File: src/inc/uflc_pkg.sv
/*
  Package of the FIFO and line-control serial port: register offsets, field
  positions, reset values, timing constants, state enums and the bus carrier.
  Assumes one system clock drives both the register side and the serial engine.
*/
package uflc_pkg;

  localparam int unsigned ADDR_W = 8;

  // Register byte offsets
  localparam logic [7:0] OFS_DATA  = 8'h00;
  localparam logic [7:0] OFS_IER   = 8'h04;
  localparam logic [7:0] OFS_FCR   = 8'h08;
  localparam logic [7:0] OFS_LCR   = 8'h0c;
  localparam logic [7:0] OFS_MCR   = 8'h10;
  localparam logic [7:0] OFS_MSR   = 8'h14;
  localparam logic [7:0] OFS_FSR   = 8'h18;
  localparam logic [7:0] OFS_ISR   = 8'h1c;
  localparam logic [7:0] OFS_TOR   = 8'h20;
  localparam logic [7:0] OFS_BAUD  = 8'h24;
  localparam logic [7:0] OFS_INFRARED_CONTROL  = 8'h28;
  localparam logic [7:0] OFS_LIN   = 8'h2c;
  localparam logic [7:0] OFS_FUNC  = 8'h30;

  // irq_enable fields
  localparam int unsigned IER_DMA_RX   = 15;
  localparam int unsigned IER_DMA_TX   = 14;
  localparam int unsigned IER_AUTO_CTS = 13;
  localparam int unsigned IER_AUTO_RTS = 12;
  localparam int unsigned IER_TOC      = 11;
  localparam int unsigned IER_LIN_BRK  = 8;
  localparam logic [31:0] IER_MASK     = 32'h0000f93f;

  // fifo_control, line_control, modem, status, interrupt and LIN fields
  localparam int unsigned FCR_RTS_LSB  = 16;
  localparam int unsigned FCR_RX_IRQ_THRESHOLD_LSB = 4;
  localparam int unsigned FCR_TFR      = 2;
  localparam int unsigned FCR_RFR      = 1;
  localparam int unsigned LCR_BCB      = 6;
  localparam int unsigned LCR_SPE      = 5;
  localparam int unsigned LCR_EPE      = 4;
  localparam int unsigned LCR_PBE      = 3;
  localparam int unsigned LCR_NSB      = 2;
  localparam int unsigned MCR_RTS_ST   = 13;
  localparam int unsigned MCR_RTS_ACT  = 9;
  localparam int unsigned MCR_RTS_SET  = 1;
  localparam int unsigned MSR_CTS_ACT  = 8;
  localparam int unsigned MSR_CTS_ST   = 4;
  localparam int unsigned MSR_DCTSF    = 0;
  localparam int unsigned FSR_TX_OVF   = 24;
  localparam int unsigned FSR_BIF      = 6;
  localparam int unsigned FSR_FEF      = 5;
  localparam int unsigned FSR_PEF      = 4;
  localparam int unsigned FSR_RX_OVF   = 0;
  localparam int unsigned ISR_LIN_BRK  = 7;
  localparam int unsigned ISR_TOUT     = 4;
  localparam int unsigned LIN_RX_EN    = 0;

  // Reset values
  localparam logic [31:0] RST_BAUD = 32'h0f000000;
  localparam logic [31:0] RST_INFRARED_CONTROL = 32'h00000040;

  // Timing in cycles of the 16x oversampling tick; FLUSH_CYCLES counts system clocks
  localparam logic [1:0] FLUSH_CYCLES = 2'h3;
  localparam logic [5:0] TCK_BIT      = 6'h10;
  localparam logic [5:0] TCK_STOP_1P5 = 6'h18;
  localparam logic [5:0] TCK_STOP_2   = 6'h20;
  localparam logic [3:0] TCK_HALF     = 4'h7;
  localparam logic [3:0] TCK_LAST     = 4'hf;

  typedef enum logic [2:0] {TX_IDLE, TX_START, TX_DATA, TX_PAR, TX_STOP} uflc_tx_e;
  typedef enum logic [2:0] {RX_IDLE, RX_START, RX_DATA, RX_PAR, RX_STOP} uflc_rx_e;

  typedef struct packed {
    logic [ADDR_W-1:0] addr;
    logic [31:0]       wdata;
    logic              wr;
    logic              rd;
  } uflc_req_s;

  // Trigger code to byte count; unlisted codes saturate at a full FIFO
  function automatic logic [5:0] uflc_trig(input logic [3:0] code);
    case (code)
      4'h0:    uflc_trig = 6'h01;
      4'h1:    uflc_trig = 6'h04;
      default: uflc_trig = 6'h08;
    endcase
  endfunction : uflc_trig

endpackage : uflc_pkg

File: src/hdl/uflc_uart.sv
/*
  Serial port core with 8-byte receive and transmit FIFOs, DMA requests,
  CTS/RTS auto flow, FIFO and line control, and per-source interrupt lines.
  Assumes a plain register port on the system clock and asynchronous
  serial pins, which are synchronised here before use.
*/
`timescale 1ns/10ps
module uflc_uart
  import uflc_pkg::*;
#(
  parameter int unsigned DEPTH = 8
) (
  input  wire logic        clock_i,
  input  wire logic        rst_n_i,
  input  wire uflc_req_s   reg_req_i,
  output logic [31:0]      rdata_o,
  input  wire logic        rxd_i,
  input  wire logic        cts_i,
  output logic             txd_o,
  output logic             rts_o,
  output logic             dma_rx_req_o,
  output logic             dma_tx_req_o,
  output logic [7:0]       irq_o
);

  localparam int unsigned PW = $clog2(DEPTH);
  localparam int unsigned CW = $clog2(DEPTH + 1);

  if (DEPTH < 2 || DEPTH > 32 || (1 << PW) != DEPTH) begin : g_depth_check
    $error("DEPTH must be a power of two from 2 to 32");
  end

  typedef struct packed {
    logic [DEPTH-1:0][7:0] tx_mem;
    logic [DEPTH-1:0][7:0] rx_mem;
    logic [PW-1:0]  tx_rd;
    logic [PW-1:0]  tx_wr;
    logic [CW-1:0]  tx_cnt;
    logic [PW-1:0]  rx_rd;
    logic [PW-1:0]  rx_wr;
    logic [CW-1:0]  rx_cnt;
    logic [31:0]    irq_enable;
    logic [31:0]    timeout_control;
    logic [31:0]    baud;
    logic [31:0]    infrared_control;
    logic [31:0]    lin;
    logic [31:0]    func;
    logic [6:0]     line_control;
    logic [3:0]     rts_lvl;
    logic [3:0]     rx_lvl;
    logic [1:0]     tfl_cnt;
    logic [1:0]     rfl_cnt;
    logic           rts_set;
    logic           rts_act;
    logic           cts_act;
    logic           dctsf;
    logic           tx_ovf;
    logic           rx_ovf;
    logic           bif;
    logic           fef;
    logic           pef;
    logic           lin_brk;
    logic           tout_if;
    logic [1:0]     rx_sync;
    logic [1:0]     cts_sync;
    logic           rx_prev;
    logic           cts_prev;
    logic [15:0]    div_cnt;
    logic           tick;
    uflc_tx_e       tx_st;
    logic [5:0]     tx_tck;
    logic [2:0]     tx_bit;
    logic [7:0]     tx_sh;
    logic           tx_par;
    logic           tx_line;
    uflc_rx_e       rx_st;
    logic [3:0]     rx_tck;
    logic [2:0]     rx_bit;
    logic [7:0]     rx_sh;
    logic           rx_pbit;
    logic           rx_pbad;
    logic [11:0]    to_cnt;
    logic [31:0]    rdata;
    logic           txd;
    logic           rts;
    logic           dma_rx;
    logic           dma_tx;
    logic [7:0]     irq;
  } uflc_state_s;

  function automatic uflc_state_s rst_val();
    rst_val         = '0;
    rst_val.baud    = RST_BAUD;
    rst_val.infrared_control    = RST_INFRARED_CONTROL;
    rst_val.rx_sync = 2'h3;
    rst_val.rx_prev = 1'b1;
    rst_val.tx_line = 1'b1;
    rst_val.txd     = 1'b1;
    rst_val.rts     = 1'b1;
  endfunction : rst_val

  localparam uflc_state_s ST_RST = rst_val();

  uflc_state_s s_reg;
  uflc_state_s s_next;

  logic        wr_data;
  logic        rd_data;
  logic        wr_fcr;
  logic        tx_full;
  logic        tx_empty;
  logic        rx_full;
  logic        rx_empty;
  logic        tx_push;
  logic        tx_start;
  logic        rx_done;
  logic        rx_pop;
  logic        rx_in;
  logic        cts_on;
  logic [2:0]  last_bit;
  logic [7:0]  wmask;
  logic [5:0]  stop_tck;
  logic [7:0]  flags;
  logic [7:0]  ien;
  logic [7:0]  rx_head;
  logic [7:0]  tx_head;
  logic [11:0] to_limit;

  ////////////////////////////////////////////////////////////////////////////
  // Decode and derived terms
  assign wr_data  = reg_req_i.wr && (reg_req_i.addr == OFS_DATA);
  assign rd_data  = reg_req_i.rd && (reg_req_i.addr == OFS_DATA);
  assign wr_fcr   = reg_req_i.wr && (reg_req_i.addr == OFS_FCR);
  assign tx_full  = (s_reg.tx_cnt == CW'(DEPTH));
  assign tx_empty = (s_reg.tx_cnt == '0);
  assign rx_full  = (s_reg.rx_cnt == CW'(DEPTH));
  assign rx_empty = (s_reg.rx_cnt == '0);
  assign rx_in    = s_reg.rx_sync[1];
  assign cts_on   = (s_reg.cts_sync[1] == s_reg.cts_act);
  assign rx_head  = s_reg.rx_mem[s_reg.rx_rd];
  assign tx_head  = s_reg.tx_mem[s_reg.tx_rd];
  assign last_bit = {1'b0, s_reg.line_control[1:0]} + 3'h4;
  assign wmask    = 8'hff >> (2'h3 - s_reg.line_control[1:0]);
  assign stop_tck = !s_reg.line_control[LCR_NSB] ? TCK_BIT :
                    (s_reg.line_control[1:0] == 2'h0) ? TCK_STOP_1P5 : TCK_STOP_2;
  assign tx_push  = wr_data && !tx_full && (s_reg.tfl_cnt == '0);
  assign tx_start = (s_reg.tx_st == TX_IDLE) && s_reg.tick && !tx_empty &&
                    (s_reg.tfl_cnt == '0) &&
                    (cts_on || !s_reg.irq_enable[IER_AUTO_CTS]);
  assign rx_done  = (s_reg.rx_st == RX_STOP) && s_reg.tick && (s_reg.rx_tck == TCK_LAST);
  assign rx_pop   = rd_data && !rx_empty && (s_reg.rfl_cnt == '0);
  assign to_limit = {s_reg.timeout_control[7:0], 4'h0};
  assign flags    = {s_reg.lin_brk, 1'b0, s_reg.tx_ovf | s_reg.rx_ovf, s_reg.tout_if,
                     s_reg.dctsf, s_reg.bif | s_reg.fef | s_reg.pef, tx_empty,
                     {2'b0, s_reg.rx_cnt} >= uflc_trig(s_reg.rx_lvl)};
  assign ien      = {s_reg.irq_enable[IER_LIN_BRK], 1'b0, s_reg.irq_enable[5:0]};

  ////////////////////////////////////////////////////////////////////////////
  // Next state
  always_comb begin
    s_next = s_reg;
    s_next.rx_sync  = {s_reg.rx_sync[0], rxd_i};
    s_next.cts_sync = {s_reg.cts_sync[0], cts_i};
    s_next.rx_prev  = rx_in;
    s_next.cts_prev = s_reg.cts_sync[1];
    s_next.tick     = ({1'b0, s_reg.div_cnt} == {1'b0, s_reg.baud[15:0]} + 17'h1);
    s_next.div_cnt  = s_next.tick ? 16'h0 : s_reg.div_cnt + 16'h1;

    // Register writes; clears come first so hardware sets below win
    if (reg_req_i.wr) begin
      unique case (reg_req_i.addr)
        OFS_IER:  s_next.irq_enable = reg_req_i.wdata & IER_MASK;
        OFS_FCR: begin
          s_next.rts_lvl = reg_req_i.wdata[FCR_RTS_LSB +: 4];
          s_next.rx_lvl  = reg_req_i.wdata[FCR_RX_IRQ_THRESHOLD_LSB +: 4];
        end
        OFS_LCR:  s_next.line_control = reg_req_i.wdata[6:0];
        OFS_MCR: begin
          s_next.rts_act = reg_req_i.wdata[MCR_RTS_ACT];
          s_next.rts_set = reg_req_i.wdata[MCR_RTS_SET];
        end
        OFS_MSR: begin
          s_next.cts_act = reg_req_i.wdata[MSR_CTS_ACT];
          if (reg_req_i.wdata[MSR_DCTSF]) s_next.dctsf = 1'b0;
        end
        OFS_FSR: begin
          if (reg_req_i.wdata[FSR_TX_OVF]) s_next.tx_ovf = 1'b0;
          if (reg_req_i.wdata[FSR_RX_OVF]) s_next.rx_ovf = 1'b0;
          if (reg_req_i.wdata[FSR_BIF])    s_next.bif    = 1'b0;
          if (reg_req_i.wdata[FSR_FEF])    s_next.fef    = 1'b0;
          if (reg_req_i.wdata[FSR_PEF])    s_next.pef    = 1'b0;
        end
        OFS_ISR: begin
          if (reg_req_i.wdata[ISR_LIN_BRK]) s_next.lin_brk = 1'b0;
          if (reg_req_i.wdata[ISR_TOUT])    s_next.tout_if = 1'b0;
        end
        OFS_TOR:  s_next.timeout_control  = reg_req_i.wdata;
        OFS_BAUD: s_next.baud = reg_req_i.wdata;
        OFS_INFRARED_CONTROL: s_next.infrared_control = reg_req_i.wdata;
        OFS_LIN:  s_next.lin  = reg_req_i.wdata;
        OFS_FUNC: s_next.func = reg_req_i.wdata;
        default: ;
      endcase
    end

    // Transmit path
    if (wr_data && tx_full) s_next.tx_ovf = 1'b1;
    if (tx_push) begin
      s_next.tx_mem[s_reg.tx_wr] = reg_req_i.wdata[7:0];
      s_next.tx_wr = s_reg.tx_wr + PW'(1);
    end
    if (s_reg.tick && s_reg.tx_st != TX_IDLE) s_next.tx_tck = s_reg.tx_tck + 6'h1;
    unique case (s_reg.tx_st)
      TX_IDLE: if (tx_start) begin
        s_next.tx_sh   = tx_head & wmask;
        s_next.tx_par  = s_reg.line_control[LCR_SPE] ? !s_reg.line_control[LCR_EPE] :
                         (^(tx_head & wmask)) ^ !s_reg.line_control[LCR_EPE];
        s_next.tx_rd   = s_reg.tx_rd + PW'(1);
        s_next.tx_st   = TX_START;
        s_next.tx_tck  = 6'h0;
        s_next.tx_line = 1'b0;
      end
      TX_START: if (s_reg.tick && s_reg.tx_tck == TCK_BIT - 6'h1) begin
        s_next.tx_st   = TX_DATA;
        s_next.tx_tck  = 6'h0;
        s_next.tx_bit  = 3'h0;
        s_next.tx_line = s_reg.tx_sh[0];
      end
      TX_DATA: if (s_reg.tick && s_reg.tx_tck == TCK_BIT - 6'h1) begin
        s_next.tx_tck = 6'h0;
        if (s_reg.tx_bit == last_bit) begin
          s_next.tx_st   = s_reg.line_control[LCR_PBE] ? TX_PAR : TX_STOP;
          s_next.tx_line = s_reg.line_control[LCR_PBE] ? s_reg.tx_par : 1'b1;
        end else begin
          s_next.tx_bit  = s_reg.tx_bit + 3'h1;
          s_next.tx_sh   = s_reg.tx_sh >> 1;
          s_next.tx_line = s_reg.tx_sh[1];
        end
      end
      TX_PAR: if (s_reg.tick && s_reg.tx_tck == TCK_BIT - 6'h1) begin
        s_next.tx_st   = TX_STOP;
        s_next.tx_tck  = 6'h0;
        s_next.tx_line = 1'b1;
      end
      TX_STOP: if (s_reg.tick && s_reg.tx_tck == stop_tck - 6'h1) begin
        s_next.tx_st = TX_IDLE;
      end
    endcase
    s_next.tx_cnt = s_reg.tx_cnt + CW'(tx_push) - CW'(tx_start);

    // Receive path; a half-bit recheck rejects false starts
    if (s_reg.tick && s_reg.rx_st != RX_IDLE) s_next.rx_tck = s_reg.rx_tck + 4'h1;
    unique case (s_reg.rx_st)
      RX_IDLE: if (!rx_in && s_reg.rx_prev) begin
        s_next.rx_st  = RX_START;
        s_next.rx_tck = 4'h0;
      end
      RX_START: if (s_reg.tick && s_reg.rx_tck == TCK_HALF) begin
        s_next.rx_st   = rx_in ? RX_IDLE : RX_DATA;
        s_next.rx_tck  = 4'h0;
        s_next.rx_bit  = 3'h0;
        s_next.rx_sh   = 8'h00;
        s_next.rx_pbit = 1'b0;
        s_next.rx_pbad = 1'b0;
      end
      RX_DATA: if (s_reg.tick && s_reg.rx_tck == TCK_LAST) begin
        s_next.rx_sh[s_reg.rx_bit] = rx_in;
        s_next.rx_bit = s_reg.rx_bit + 3'h1;
        if (s_reg.rx_bit == last_bit)
          s_next.rx_st = s_reg.line_control[LCR_PBE] ? RX_PAR : RX_STOP;
      end
      RX_PAR: if (s_reg.tick && s_reg.rx_tck == TCK_LAST) begin
        s_next.rx_st   = RX_STOP;
        s_next.rx_pbit = rx_in;
        s_next.rx_pbad = rx_in != (s_reg.line_control[LCR_SPE] ? !s_reg.line_control[LCR_EPE] :
                         (^s_reg.rx_sh) ^ !s_reg.line_control[LCR_EPE]);
      end
      RX_STOP: if (rx_done) begin
        s_next.rx_st = RX_IDLE;
        if (s_reg.rx_pbad) s_next.pef = 1'b1;
        if (!rx_in && s_reg.rx_sh == 8'h00 && !s_reg.rx_pbit) begin
          s_next.bif = 1'b1;
          if (s_reg.lin[LIN_RX_EN]) s_next.lin_brk = 1'b1;
        end else if (!rx_in) begin
          s_next.fef = 1'b1;
        end
        if (rx_full) s_next.rx_ovf = 1'b1;
        else if (s_reg.rfl_cnt == '0) begin
          s_next.rx_mem[s_reg.rx_wr] = s_reg.rx_sh;
          s_next.rx_wr = s_reg.rx_wr + PW'(1);
        end
      end
    endcase
    if (rx_pop) s_next.rx_rd = s_reg.rx_rd + PW'(1);
    s_next.rx_cnt = s_reg.rx_cnt + CW'(rx_done && !rx_full && s_reg.rfl_cnt == '0)
                    - CW'(rx_pop);

    // FIFO flushes hold their side in reset for three cycles
    if (s_reg.tfl_cnt != '0) s_next.tfl_cnt = s_reg.tfl_cnt - 2'h1;
    if (s_reg.rfl_cnt != '0) s_next.rfl_cnt = s_reg.rfl_cnt - 2'h1;
    if (wr_fcr && reg_req_i.wdata[FCR_TFR]) s_next.tfl_cnt = FLUSH_CYCLES;
    if (wr_fcr && reg_req_i.wdata[FCR_RFR]) s_next.rfl_cnt = FLUSH_CYCLES;
    if (s_next.tfl_cnt != '0) begin
      s_next.tx_rd   = '0;
      s_next.tx_wr   = '0;
      s_next.tx_cnt  = '0;
      s_next.tx_st   = TX_IDLE;
      s_next.tx_line = 1'b1;
    end
    if (s_next.rfl_cnt != '0) begin
      s_next.rx_rd  = '0;
      s_next.rx_wr  = '0;
      s_next.rx_cnt = '0;
      s_next.rx_st  = RX_IDLE;
    end

    // Receive timeout and modem change
    if (!s_reg.irq_enable[IER_TOC] || s_next.rx_cnt == '0 || s_reg.rx_st != RX_IDLE ||
        rx_pop || rx_done) begin
      s_next.to_cnt = 12'h0;
    end else if (s_reg.tick && s_reg.to_cnt != to_limit) begin
      s_next.to_cnt = s_reg.to_cnt + 12'h1;
    end
    // Clear by a data read first, so a timeout in the same cycle still wins
    if (rx_pop) s_next.tout_if = 1'b0;
    if (s_reg.irq_enable[IER_TOC] && s_reg.timeout_control[7:0] != 8'h00 && s_reg.to_cnt == to_limit)
      s_next.tout_if = 1'b1;
    if (s_reg.cts_sync[1] != s_reg.cts_prev) s_next.dctsf = 1'b1;

    // Registered outputs
    s_next.txd    = s_next.line_control[LCR_BCB] ? 1'b0 : s_next.tx_line;
    s_next.rts    = (s_reg.irq_enable[IER_AUTO_RTS] ?
                    ({2'b0, s_reg.rx_cnt} < uflc_trig(s_reg.rts_lvl)) :
                    s_reg.rts_set) ? s_reg.rts_act : !s_reg.rts_act;
    s_next.dma_rx = s_reg.irq_enable[IER_DMA_RX] && !rx_empty;
    s_next.dma_tx = s_reg.irq_enable[IER_DMA_TX] && !tx_full;
    s_next.irq    = flags & ien;

    // Read data stands in the cycle after the strobe only
    s_next.rdata = 32'h0;
    if (reg_req_i.rd) begin
      unique case (reg_req_i.addr)
        OFS_DATA: s_next.rdata = rx_empty ? 32'h0 : {24'h0, rx_head};
        OFS_IER:  s_next.rdata = s_reg.irq_enable;
        OFS_FCR:  s_next.rdata = {12'h0, s_reg.rts_lvl, 8'h0, s_reg.rx_lvl, 1'b0,
                                  s_reg.tfl_cnt != '0, s_reg.rfl_cnt != '0, 1'b0};
        OFS_LCR:  s_next.rdata = {25'h0, s_reg.line_control};
        OFS_MCR:  s_next.rdata = {18'h0, s_reg.rts, 3'h0, s_reg.rts_act, 7'h0,
                                  s_reg.rts_set, 1'b0};
        OFS_MSR:  s_next.rdata = {23'h0, s_reg.cts_act, 3'h0, s_reg.cts_sync[1], 3'h0,
                                  s_reg.dctsf};
        OFS_FSR:  s_next.rdata = {3'h0, tx_empty && s_reg.tx_st == TX_IDLE, 3'h0,
                                  s_reg.tx_ovf, tx_full, tx_empty, 6'(s_reg.tx_cnt),
                                  rx_full, rx_empty, 6'(s_reg.rx_cnt), 1'b0,
                                  s_reg.bif, s_reg.fef, s_reg.pef, 3'h0, s_reg.rx_ovf};
        OFS_ISR:  s_next.rdata = {16'h0, flags & ien, flags};
        OFS_TOR:  s_next.rdata = s_reg.timeout_control;
        OFS_BAUD: s_next.rdata = s_reg.baud;
        OFS_INFRARED_CONTROL: s_next.rdata = s_reg.infrared_control;
        OFS_LIN:  s_next.rdata = s_reg.lin;
        OFS_FUNC: s_next.rdata = s_reg.func;
        default:  s_next.rdata = 32'h0;
      endcase
    end
  end

  always_ff @(posedge clock_i or negedge rst_n_i) begin
    if (!rst_n_i) begin
      s_reg <= ST_RST;
    end else begin
      s_reg <= s_next;
    end
  end

  assign rdata_o      = s_reg.rdata;
  assign txd_o        = s_reg.txd;
  assign rts_o        = s_reg.rts;
  assign dma_rx_req_o = s_reg.dma_rx;
  assign dma_tx_req_o = s_reg.dma_tx;
  assign irq_o        = s_reg.irq;
endmodule : uflc_uart

File: config.mk
export PLATFORM = sky130hd
export DESIGN_NAME = uflc_uart
export DESIGN_NICKNAME = d
export VERILOG_FILES = /design/src/inc/uflc_pkg.sv /design/src/hdl/uflc_uart.sv
export SDC_FILE = /design/constraint.sdc
export NUM_CORES = 1
export LEC_CHECK = 0
export BUFFER_PORTS_ARGS = -buffer_cell sky130_fd_sc_hd__buf_2
export CORE_MARGIN = 3
export CORE_UTILIZATION = 45
export DETAILED_ROUTE_END_ITERATION = 8
export PLACE_DENSITY = 0.67
export SLEW_MARGIN = 20
export SYNTH_ARGS = -nofsm -noshare
export SYNTH_HDL_FRONTEND = slang
export SYNTH_SLANG_ARGS = --single-unit
File: constraint.sdc
create_clock -name clock_i -period 8.65 [get_ports clock_i]
set_input_delay 0.865 -clock clock_i [delete_from_list [all_inputs] [get_ports clock_i]]
set_output_delay 0.865 -clock clock_i [all_outputs]
set_load 0.05 [all_outputs]
# Word-level counts from Yosys, hierarchy flattened
# Index checks and enable logic that the tools add are counted.
word_totals:
  register_bits: 471
  inputBits: 46
  out_inout_bits: 44
  word_cells: 388
classes:
  add_sub_neg: 20
  order_cmp: 10
  n_eq_ne: 56
  shifts: 1
  muxes: 107
  bitwise: 8
  n_reduce_logical: 116
op_table:
  columns: ["op", "n"]
  rows:
  - ["$pmux 32 s13", 1]
  - ["$bwmux 64", 2]
  - ["$mux 8", 7]
  - ["$mux 3", 17]
  - ["$bmux 8 s3", 2]
  - ["$demux 8 s3", 2]
  - ["$reduce_bool 2->1", 22]
  - ["$eq 8x6->1 const B", 5]
  - ["$mux 20", 2]
  - ["$logic_and 1x1->1", 36]
  - ["$mux 12", 3]
  - ["$ne 3x3->1 const B", 11]
  - ["$eq 8x5->1 const B", 4]
  - ["$mux 1", 32]
  - ["$mux 32", 1]
  - ["$mux 10", 3]
  - ["$pmux 3 s5", 2]
  - ["$pmux 4 s2", 3]
  - ["$pmux 6 s4", 1]
  - ["$reduce_and 2->1", 12]
  - ["$mux 11", 2]
  - ["$pmux 11 s2", 1]
  - ["$logic_not 4->1", 5]
  - ["$lt 3x4->1 const B", 5]
  - ["other kinds (64)", 137]

# Depth between registers and ports, before layout
# Gate-level depths: netlist of the first run.
depth:
  word_depth: 14
  mapped_depth: 17
  depth_no_buf: 15

# Least setup slack after synthesis of the first run
# Ideal clock, no wire load.
synth_path:
  path_kind: "input to register"
  startpoint: "input reg_req_i[38] (netlist bit)"
  endpoint: "register s_reg[46] (netlist bit)"
  setup_time_ps: 132
  arrival_ps: 3733
  required_time_ps: 8518
  path_slack_ps: 4785
  stages: 16
  n_path_buf: 3
  cell_sequence: "buf_2 > or3_4 > nor2_4 > and3_1 > clkbuf_1 > nand3_1 > inv_1 > ha_1 > inv_1 > ha_1 > fa_1 > nor2_1 > a31oi_1 > nand4_1 > clkbuf_1 > nor2_1"
synth_via:
  elab_chain_len: 12
  word_cells_on_any_way: 18
  cone_classes: "add/sub (1); eq/ne (1); mux (3); reduce/logical (13)"
synth_rtl:
  columns: ["item", "line_no", "rtl"]
  rows:
  - ["from (decl)", "uflc_uart.sv:15", "input wire uflc_req_s reg_req_i,"]
  - ["$logic_not 8->1 / $eq 8x4->1 (equally long branches)", "uflc_uart.sv:132, uflc_uart.sv:133", null]
  - ["$logic_and 1x1->1 (on tied branches)", "uflc_uart.sv:132, uflc_uart.sv:133", null]
  - ["$logic_and 1x1->1 (on tied branches)", "uflc_uart.sv:151, uflc_uart.sv:302", null]
  - ["$logic_and 1x1->1 / $mux 2 (equally long branches)", "uflc_uart.sv:151, uflc_uart.sv:302", null]
  - ["$sub 4x1->4 / $reduce_bool 2->1 (equally long branches)", "uflc_uart.sv:296, uflc_uart.sv:310", null]
  - ["$mux 10", "uflc_uart.sv:310", "if (s_next.rfl_cnt != '0) begin"]
  - ["$logic_not 4->1", "uflc_uart.sv:318", "if (!s_reg.irq_enable[IER_TOC] || s_next.rx_cnt == '0 || s_reg.rx_st != RX_IDLE ||"]
  - ["$logic_or 1x1->1 (2 in series)", "uflc_uart.sv:318", null]
  - ["$logic_or 1x1->1 *", "uflc_uart.sv:318", null]
  - ["$logic_or 1x1->1 *", "uflc_uart.sv:319", "rx_pop || rx_done) begin"]
  - ["$mux 12 / $reduce_bool 2->1 (equally long branches)", null, null]
  - ["to (signal assigned)", "uflc_uart.sv:371", "s_reg <= s_next;"]
  - ["to (decl)", "uflc_uart.sv:104", "uflc_state_s s_reg;"]
# Every way passes the cells marked *; elsewhere a longest branch is shown, timed or not.
# A chain may end at the register's enable or synchronous reset.

# Worst setup path in the final report of the first run
layout_path:
  startpoint: "register s_reg[98] (netlist bit)"
  endpoint: "register s_reg[53] (netlist bit)"
layout_via:
  elab_chain_len: 13
  word_cells_on_any_way: 15
  cone_classes: "add/sub (2); mux (2); reduce/logical (11)"
layout_rtl:
  columns: ["item", "line_no", "rtl"]
  rows:
  - ["$logic_and 1x1->1 (2 in series)", "uflc_uart.sv:150", "assign rx_done = (s_reg.rx_st == RX_STOP) && s_reg.tick && (s_reg.rx_tck == TCK_LAST);"]
  - ["$logic_and 1x1->1 (2 in series)", "uflc_uart.sv:295", "s_next.rx_cnt = s_reg.rx_cnt + CW'(rx_done && !rx_full && s_reg.rfl_cnt == '0)"]
  - ["$add 4x1->4", "uflc_uart.sv:295", null]
  - ["$sub 4x1->4", "uflc_uart.sv:296", "- CW'(rx_pop);"]
  - ["$mux 10", "uflc_uart.sv:310", null]
  - ["$logic_not 4->1", "uflc_uart.sv:318", null]
  - ["$logic_or 1x1->1 (3 in series)", "uflc_uart.sv:318", null]
  - ["$logic_or 1x1->1", "uflc_uart.sv:319", null]
  - ["$mux 12 / $reduce_bool 2->1 (equally long branches)", null, null]
# Parallel ways exist; a longest one is shown, timed or not.

==> impl_metrics.json, run 1 <==
{
  "status": "complete, no violations",
  "die-area_sq_um": 52800,
  "cts_tree": "built",
  "cts_buffer_depth": 3,
  "p_per_area_nw_per_um2": 207,
  "finalHoldViolations": 0,
  "ys_seq_area_share_pct": 52.3,
  "syn_avg_cell_area_sq_um": 11.7,
  "fin_cells": 2650,
  "synth_area_leaders": "dfrtp_1, mux2_2, mux4_2",
  "critPathArrivalTime_ns": 4.46,
  "cp-endpoint": "s_reg[53]",
  "ctsResizeCount": 0,
  "rrSetupSlack_ns": 4.70,
  "grt_pass1_wl_mm": 93.4,
  "hold_class": "input port to async pin",
  "synth_edf_count": 0,
  "rsz0062_at_grt": "no",
  "antenna_cells": 0,
  "initial_core_util_pct": 45.8,
  "ys_types": 74,
  "critPathCaptureType": "register",
  "hold_buffers": 0,
  "clkSinkCount": 470,
  "vias": 15545,
  "reg2regPathDepth": 11,
  "crit_start": "s_reg[98]",
  "wl_per_cell_um": 22.5,
  "routed_wl_mm": 59.7,
  "syn-num-nets": 2002,
  "slew_headroom_pct": 20.1,
  "grt_usage_pct": 22.5,
  "ys_warn_count": 0,
  "slew_viol_final": 0,
  "clkTransAtPathRegs_ns": 0.07,
  "tightest_slew_ns": 1.19,
  "num_rows": 81,
  "crit_type": "register to register",
  "die_h_um": 230,
  "r2r_start": "s_reg[98]",
  "synthCells": 1921,
  "antenna_found_initial": 2,
  "io_pins": 90,
  "finalWorstSetupSlack_ns": 4.70,
  "nets": 2024,
  "critical_path_required_ns": 9.16,
  "ys_async_sr_fraction_pct": 100,
  "clockRootBuffer": "clkbuf_16",
  "grt_overflow": 0,
  "leakagePower_nw": 11.6,
  "finalHoldWorstSlack_ns": 0.315,
  "hpwl_mm": 40.5,
  "grt_pass1_vias": 15718,
  "port_buffers": 88,
  "drt_iter0_markers": 1288,
  "post_cts_buffers": 0,
  "grt_max_degree": 139,
  "timing.final.crit_period_ns": 3.95,
  "syn_to_final_growth_pct": 11.3,
  "ys_seq_elements": 470,
  "setup_tns_ns": 0,
  "yosysTopAreaCell": "dfrtp_1",
  "fin_skew_ns": 0.0174,
  "pre_cts_slack_ns": 4.26,
  "critPathLaunchType": "register",
  "htreeDepth": 2,
  "final_cell_mix": "dfrtp_1, mux2_2, nand2_1",
  "largest_reg_flops": 413,
  "clkLatencyLatePin_ns": 0.60,
  "drc": 0,
  "critPathMaxFanout": 15,
  "dp.cells": 2554,
  "die_w_um": 230,
  "vdd_drop_max_uv": 152,
  "worstReg2RegEnd": "s_reg[53]",
  "synth.top_cell.area_share_pct": 51.0,
  "max-cap-violations": 0,
  "ant_nets": 0,
  "final_common_cell": "dfrtp_1",
  "gp_congestion": 0.949,
  "post-route-period-util_pct": 45.7,
  "mappedNetlistArea_sq_um": 22500,
  "synth_ff_type": "dfrtp_1",
  "max_clock_freq_mhz": 253,
  "cts_buffers": 51,
  "setup_violations": 0,
  "drive_gt1_share_pct": 27.8,
  "dr.pass1.iters": 6,
  "via_per_inst": 5.87,
  "core_sq_um": 49200
}
worst max-delay path: stages, from the launching register on:
cell     delay (ns)
dfrtp_1        0.70
nand4_1        0.39
nor2_1         0.43
nand3_1        0.29
ha_1           0.36
inv_1          0.04
ha_1           0.20
fa_1           0.51
nor2_1         0.05
a31oi_1        0.18
nand4_1        0.46
nor2_1         0.25
Yosys cell counts, types with 8 or more instances:
master	number
ha_1	33
nor2b_1	10
xnor2_1	57
dfrtp_1	459
nor3_1	20
a221o_1	8
a221oi_1	14
nand2b_1	10
mux2i_1	16
or3_1	9
buf_2	9
mux4_2	33
dfstp_2	11
and3_1	18
buf_1	25
mux2_2	290
inv_1	39
a22oi_1	42
and2_1	14
nand3b_1	8
nand3_1	45
a31oi_1	33
buf_4	40
a21oi_1	60
nand2_1	169
a222oi_1	20
nor2_1	128
nand4_1	14
clkbuf_1	67
o21ai_0	81
xor2_1	44
metrics by stage:
step	cell area (sq um)	total power [mW]	utilization, %
detailed placement	23300	3.00	47.4
global placement	23300	2.98	47.4
floorplan	22500	2.80	-
CTS	25100	5.24	51.0
global route	25100	5.41	51.0
finish	25100	5.20	51.0
area by class of cell:
cell class	instances	area [sq um]
sequential	470	11800
multi-input combinational	1271	9940
inverter	39	146
clock buffer	80	1560
tap	664	831
clock inverter	16	201
timing repair buffer	110	628
fill	4275	24100
how the worst min path moves through the flow:
stage	from	end	slack, ns	depth (start not counted)
2_1_floorplan	s_next[118]	s_next[115]	0.33	0
6_report	rst_n_i	s_reg[107]	0.32	1
3_3_place_gp	s_next[120]	rx_in	0.35	0
4_1_cts	rxd_i	s_next[120]	0.34	1
3_5_place_dp	s_next[120]	rx_in	0.35	0
5_1_grt	rxd_i	s_next[120]	0.36	1
per-layer routing:
metal  up-vias  track usage, %  routed length, um
li1       6929               -                  -
met1      7994            31.6              26500
met5         -               0                 24
met4         4            7.58               1920
met3       111            3.39               3280
met2       507            36.1              28000
cell families (layout without fill, tap and decap cells):
logic type,after synthesis,in the layout,share of synthesized area [%]
and+or+nand+nor,484,484,10.4
xor gates and xnor gates,101,101,3.93
other,1,1,0.0166
muxes,340,340,18.6
AOI/OAI and AO/OA,310,310,9.08
DFF,470,470,52.3
adders and majority gates,35,35,2.01
buffers and inverters,180,245,3.71
report_power, final:
group	leakage (nW)	internal (mW)	total (mW)	switching, mW
Clock	0.863	1.33	2.23	0.904
Combinational	4.26	0.221	0.551	0.330
Sequential	6.44	2.30	2.42	0.116
No activity file was read; power rests on OpenSTA's default activity.
==> inputs of run 2 (changes only) <==
Settings changed: PLACE_DENSITY 0.67 to 0.7.
Clock period 8.65 ns to 3.45 ns, I/O delays scaled along.
==> run 2 against run 1 <==
Compared with the run above:
- register-to-register slack got worse by 4.5 ns
- non-clock buffer count is 42 higher
- critical path depth increased by 4
- clock skew rose by 0.021 ns
- via count grew 2.2%
- cell count rose by 1.5%
- highest routed layer unchanged
==> impl_metrics.json, run 2 (synthesized netlist as in run 1, its figures left out) <==
{
  "wl_per_cell_um": 21.6,
  "drt_iter0_markers": 1425,
  "cts_buffer_depth": 3,
  "final_common_cell": "dfrtp_1",
  "timing.final.crit_period_ns": 3.21,
  "post_cts_buffers": 0,
  "antenna_found_initial": 2,
  "critPathArrivalTime_ns": 3.72,
  "fin_skew_ns": 0.0382,
  "fin_cells": 2690,
  "drive_gt1_share_pct": 29.0,
  "vdd_drop_max_uv": 416,
  "cts_tree": "built",
  "num_rows": 81,
  "critPathCaptureType": "register",
  "crit_type": "register to register",
  "multi_input_area_sq_um": 9940,
  "die_h_um": 230,
  "clkLatencyLatePin_ns": 0.61,
  "syn_to_final_growth_pct": 13.0,
  "leakagePower_nw": 11.8,
  "clockRootBuffer": "clkbuf_16",
  "grt_pass1_vias": 15790,
  "critPathLaunchType": "register",
  "cts_buffers": 51,
  "critical_path_required_ns": 3.96,
  "antenna_cells": 0,
  "dr.pass1.iters": 6,
  "max_clock_freq_mhz": 312,
  "grt_pass1_wl_mm": 91.4,
  "ant_nets": 0,
  "vias": 15883,
  "p_per_area_nw_per_um2": 514,
  "post-route-period-util_pct": 92.9,
  "status": "complete, no violations",
  "gp_congestion": 0.945,
  "grt_overflow": 0,
  "rsz0062_at_grt": "no",
  "finalHoldViolations": 0,
  "critPathMaxFanout": 12,
  "routed_wl_mm": 58.2,
  "port_buffers": 88,
  "initial_core_util_pct": 45.8,
  "finalWorstSetupSlack_ns": 0.243,
  "final_cell_mix": "dfrtp_1, mux2_2, nand2_1",
  "rrSetupSlack_ns": 0.24,
  "nets": 2066,
  "seqCellArea_sq_um": 11800,
  "largest_reg_flops": 413,
  "grt_usage_pct": 21.9,
  "drc": 0,
  "die_w_um": 230,
  "setup_tns_ns": 0,
  "max-cap-violations": 0,
  "dp.cells": 2591,
  "die-area_sq_um": 52800,
  "core_sq_um": 49200,
  "clkTransAtPathRegs_ns": 0.06,
  "p_total_mw": 13.1,
  "grt_max_degree": 105,
  "htreeDepth": 2,
  "tightest_slew_ns": 0.960,
  "hpwl_mm": 40.2,
  "clkSinkCount": 470,
  "pre_cts_slack_ns": 0.305,
  "io_pins": 90,
  "setup_violations": 0,
  "via_per_inst": 5.90,
  "finalHoldWorstSlack_ns": 0.0411,
  "hold_class": "input port to register",
  "slew_viol_final": 0,
  "n_fill_cell": 4210,
  "slew_headroom_pct": 36.0
}
-- run 2: cell count changes in the layout (fill, tap and decap cells not counted), moves of 2 or more --
| cell | previous run | this run |
|---|---|---|
| clkbuf_8 | 17 | 10 |
| buf_4 | 21 | 53 |
| clkinv_2 | 7 | 10 |
| buf_12 | 1 | 6 |
| dlygate4sd3_1 | 0 | 5 |
| bufinv_16 | 3 | 5 |
-- run 2: critical path: stages, from the launching register on --
cell and delay [ns]:
dfrtp_1 0.43, inv_1 0.14, ha_1 0.19, nand2_1 0.11, and3_1 0.23, nand3_1 0.16, inv_1 0.08, ha_1 0.28
inv_1 0.04, ha_1 0.20, fa_1 0.38, xnor2_1 0.15, a31oi_1 0.28, nand4_1 0.14, buf_4 0.21, nor2_1 0.11
-- run 2: layout make-up --
class / instances / share of cell area [%]
clock buffers: 74 / 5.83
repair buffers: 152 / 4.00
flip-flops and latches: 470 / 46.2
multi-input cells: 1271 / 39.0
well taps: 664 / 3.26
inverters: 39 / 0.575
clock inverters: 20 / 1.08
-- run 2: repair_timing --
action,in CTS,in global routing
hold buffers,5,0
endpoints found under the hold margin,95,0
gates resized for setup,0,0
-- run 2: layer usage --
metal,GRT usage (%),vias up,part of all wire (%)
li1,-,7004,-
met1,30.7,8091,43
met2,35.7,658,47
met3,3.25,126,6.9
met4,6.29,4,3.0
met5,0,-,0.040
-- run 2: stage by stage --
stage / instance area, sq um / util, %
global placement: 23700 / 48.1
CTS: 25500 / 51.8
floorplan: 22500 / -
detailed placement: 23700 / 48.1
global route: 25500 / 51.8
finish: 25500 / 51.8
-- run 2: final timing paths --
check                               from          end  cells after the start
max                           s_reg[345]    s_reg[53]                     15
min                        reg_req_i[20]   s_reg[142]                      3
max reg2reg                   s_reg[345]    s_reg[53]                     15
min reg2reg                  s_next[120]        rx_in                      0
max in group asynchronous        rst_n_i   s_reg[116]                      4
min in group asynchronous        rst_n_i  rdata_o[25]                      2
-- run 2: power breakdown --
group,total (mW),internal (mW),switching (mW),leakage (nW)
Combinational,1.33,0.583,0.752,4.48
Clock,5.62,3.37,2.25,0.865
Sequential,6.13,5.77,0.362,6.44
Total,13.1,9.72,3.36,11.8
==> inputs of run 3 (changes only) <==
Settings changed: ABC_AREA from default to 1.
==> run 3 against run 2 <==
Compared with the run above:
- register-to-register slack barely moved
- design area decreased by 0.75%
- wire length up 12%
- global-route usage rose by 2.6 points
- hold slack lost 0.0058 ns
- sequential cell count did not move
- power is 6.5% higher
==> impl_metrics.json, run 3 <==
{
  "synthMuxAreaShare_pct": 0.400,
  "worst_path_max_delay_cell": "dfrtp_1",
  "grt_usage_pct": 24.5,
  "cpPeakStageDelay_ns": 0.41,
  "hold_class": "input port to register",
  "synth_area_leaders": "dfrtp_1, nand2_1, o21ai_0",
  "finalHoldViolations": 0,
  "die_h_um": 230,
  "grt_pass1_wl_mm": 103,
  "ys_seq_elements": 470,
  "clkSinkCount": 470,
  "ant_nets": 0,
  "wl_per_cell_um": 18.9,
  "ys_async_sr_fraction_pct": 100,
  "htreeDepth": 2,
  "cts_buffers": 51,
  "mappedNetlistArea_sq_um": 22500,
  "critical_path_required_ns": 3.94,
  "nets": 2814,
  "num_rows": 81,
  "cts_tree": "built",
  "reg2regPathDepth": 20,
  "finalWorstSetupSlack_ns": 0.229,
  "pre_cts_slack_ns": 0.123,
  "critPathArrivalTime_ns": 3.71,
  "comb_power_share_pct": 15.3,
  "synth_xor_area_share_pct": 2.17,
  "grt_pass1_vias": 18294,
  "grt_overflow": 0,
  "syn_to_final_growth_pct": 12.2,
  "synth_common_cells": "nand2_1, dfrtp_1, o21ai_0",
  "timing.final.crit_period_ns": 3.22,
  "n_fill_cell": 4519,
  "io_pins": 90,
  "setup_violations": 0,
  "power_frac_seq_pct": 43.4,
  "ys_types": 59,
  "die_w_um": 230,
  "ys_warn_count": 0,
  "port_buffers": 88,
  "synth.top_cell.area_share_pct": 51.0,
  "cts_buffer_depth": 3,
  "syn_avg_cell_area_sq_um": 8.35,
  "initial_core_util_pct": 45.8,
  "synth_most_common_cell": "nand2_1",
  "ys_seq_area_share_pct": 52.3,
  "synth_top_family_by_area": "simple AND/OR/NAND/NOR gates",
  "crit_type": "register to register",
  "p_sw_mw": 4.06,
  "antenna_found_initial": 2,
  "critPathCaptureType": "register",
  "fin_cells": 3442,
  "fin_skew_ns": 0.0428,
  "synth_edf_count": 0,
  "synth_ff_type": "dfrtp_1",
  "post_cts_buffers": 0,
  "hold_buffers": 5,
  "gp_congestion": 0.963,
  "synth_compound_area_share_pct": 15.3,
  "yosysTopAreaCell": "dfrtp_1",
  "slew_viol_final": 0,
  "path_buf_inv": 5,
  "largest_reg_flops": 413,
  "via_per_inst": 5.53,
  "clkTransAtPathRegs_ns": 0.06,
  "clkLatencyLatePin_ns": 0.61,
  "p_total_mw": 13.9,
  "p_per_area_nw_per_um2": 552,
  "max-cap-violations": 0,
  "leakagePower_nw": 11.8,
  "crit_family": "simple AND/OR/NAND/NOR gates",
  "intPower_mw": 9.88,
  "vias": 19042,
  "clockRootBuffer": "clkbuf_16",
  "path_cells": "inv_1 -> ha_1 -> nand2_1 -> nand2_1 -> clkinv_1 -> nand3_1 -> inv_1 -> ha_1 -> inv_1 -> ha_1 -> a21oi_1 -> nor2_1 -> nor2_1 -> xnor2_1 -> or2_1 -> nand3_1 -> nand2_2 -> inv_2 -> nand2_1 -> o21ai_0",
  "die-area_sq_um": 52800,
  "critPathLaunchType": "register",
  "dr.pass1.iters": 8,
  "max_clock_freq_mhz": 310,
  "status": "complete, no violations",
  "dp.cells": 3339,
  "setup_tns_ns": 0,
  "synth-simple-area-share_pct": 19.7,
  "tightest_slew_ns": 1.07,
  "vdd_drop_max_uv": 425,
  "syn-num-nets": 2778,
  "synthAdderAreaFrac_pct": 2.01,
  "routed_wl_mm": 65.0,
  "drive_gt1_share_pct": 9.65,
  "ctsResizeCount": 0,
  "min_path_cells": 3,
  "rsz0062_at_grt": "no",
  "path_depth": 20,
  "final_common_cell": "nand2_1",
  "power.share.clock_pct": 41.3,
  "p_sw_share_pct": 29.1,
  "drt_iter0_markers": 2034,
  "hpwl_mm": 44.1,
  "post-route-period-util_pct": 93.4,
  "synthCells": 2697,
  "grt_max_degree": 147,
  "critPathMaxFanout": 8,
  "slew_headroom_pct": 28.8,
  "core_sq_um": 49200,
  "final_cell_mix": "nand2_1, dfrtp_1, o21ai_0",
  "drc": 0
}
[run 3: cell types whose count changed in the layout (fill, tap and decap cells not counted), sizes merged, moves of 16 or more]
cell,previous run,this run
nor2,131,179
mux4,33,0
and3,18,0
xnor2,57,14
a222oi,20,0
nand2,169,712
a31oi,33,14
inv,40,285
o21ai,81,408
mux2,291,0
a22oi,42,5
nand3,46,106
buf,147,126
nand4,14,30
[run 3: final timing paths]
path,startpoint,end,slack [ns]
setup / recovery,s_reg[345],s_reg[45],0.23
hold / removal,reg_req_i[0],rdata_o[8],0.04
setup reg to reg,s_reg[345],s_reg[45],0.23
hold reg to reg,s_next[118],s_next[115],0.35
max in group asynchronous,rst_n_i,s_reg[165],2.12
min in group asynchronous,rst_n_i,s_reg[477],0.22
[run 3: area by class of cell]
cell class / instances / area, sq um / area share (%)
diodes: 2 / 5.00 / 0.0198
clock buffers: 68 / 1440 / 5.70
clock inverters: 28 / 344 / 1.36
inverters: 292 / 1100 / 4.34
multi-input cells: 1787 / 8950 / 35.4
flip-flops and latches: 470 / 11800 / 46.6
well taps: 664 / 831 / 3.29
repair buffers: 131 / 836 / 3.31
[run 3: per-layer routing]
layer / share of wire (%) / global-route usage (%) / vias to the layer above
li1: - / - / 8888
met1: 44 / 34.3 / 9342
met2: 45 / 38.2 / 709
met3: 7.9 / 5.23 / 103
met4: 2.8 / 7.81 / 0
met5: 0 / 0 / -
[run 3: worst reg2reg max path: stages, from the launching register on]
cell and delay, ns:
dfrtp_1 0.41, inv_1 0.16, ha_1 0.21, nand2_1 0.07, nand2_1 0.10, clkinv_1 0.08
nand3_1 0.10, inv_1 0.09, ha_1 0.20, inv_1 0.10, ha_1 0.25, a21oi_1 0.16
nor2_1 0.06, nor2_1 0.11, xnor2_1 0.07, or2_1 0.25, nand3_1 0.14, nand2_2 0.16
inv_2 0.14, nand2_1 0.07, o21ai_0 0.17
[run 3: logic make-up (layout without fill, tap and decap cells)]
kind of cell | count (synthesis) | after routing
adders and majority gates | 35 | 35
and+or+nand+nor | 1077 | 1077
muxes | 9 | 9
xor gates and xnor gates | 55 | 55
DFF | 470 | 470
other | 1 | 3
buffers and inverters | 440 | 519
AOI/OAI and AO/OA | 610 | 610
[run 3: metrics by stage]
step                util (%)  cell area [sq um]  hold slack (ns)
floorplan                  -              22500           0.0494
global placement        47.7              23400            0.240
detailed placement      47.7              23400            0.251
CTS                     51.4              25300          0.00999
global route            51.4              25300           0.0298
finish                  51.4              25300           0.0353
[run 3: power groups by stage]
stage | combinational [mW] | sequential (mW) | clock (mW)
after global placement | 2.02 | 6.13 | 0
after floorplan | 1.48 | 6.07 | 0
after detailed placement | 2.09 | 6.14 | 0
after global routing | 2.42 | 6.08 | 6.10
after CTS | 2.12 | 6.04 | 5.86
final | 2.13 | 6.05 | 5.76
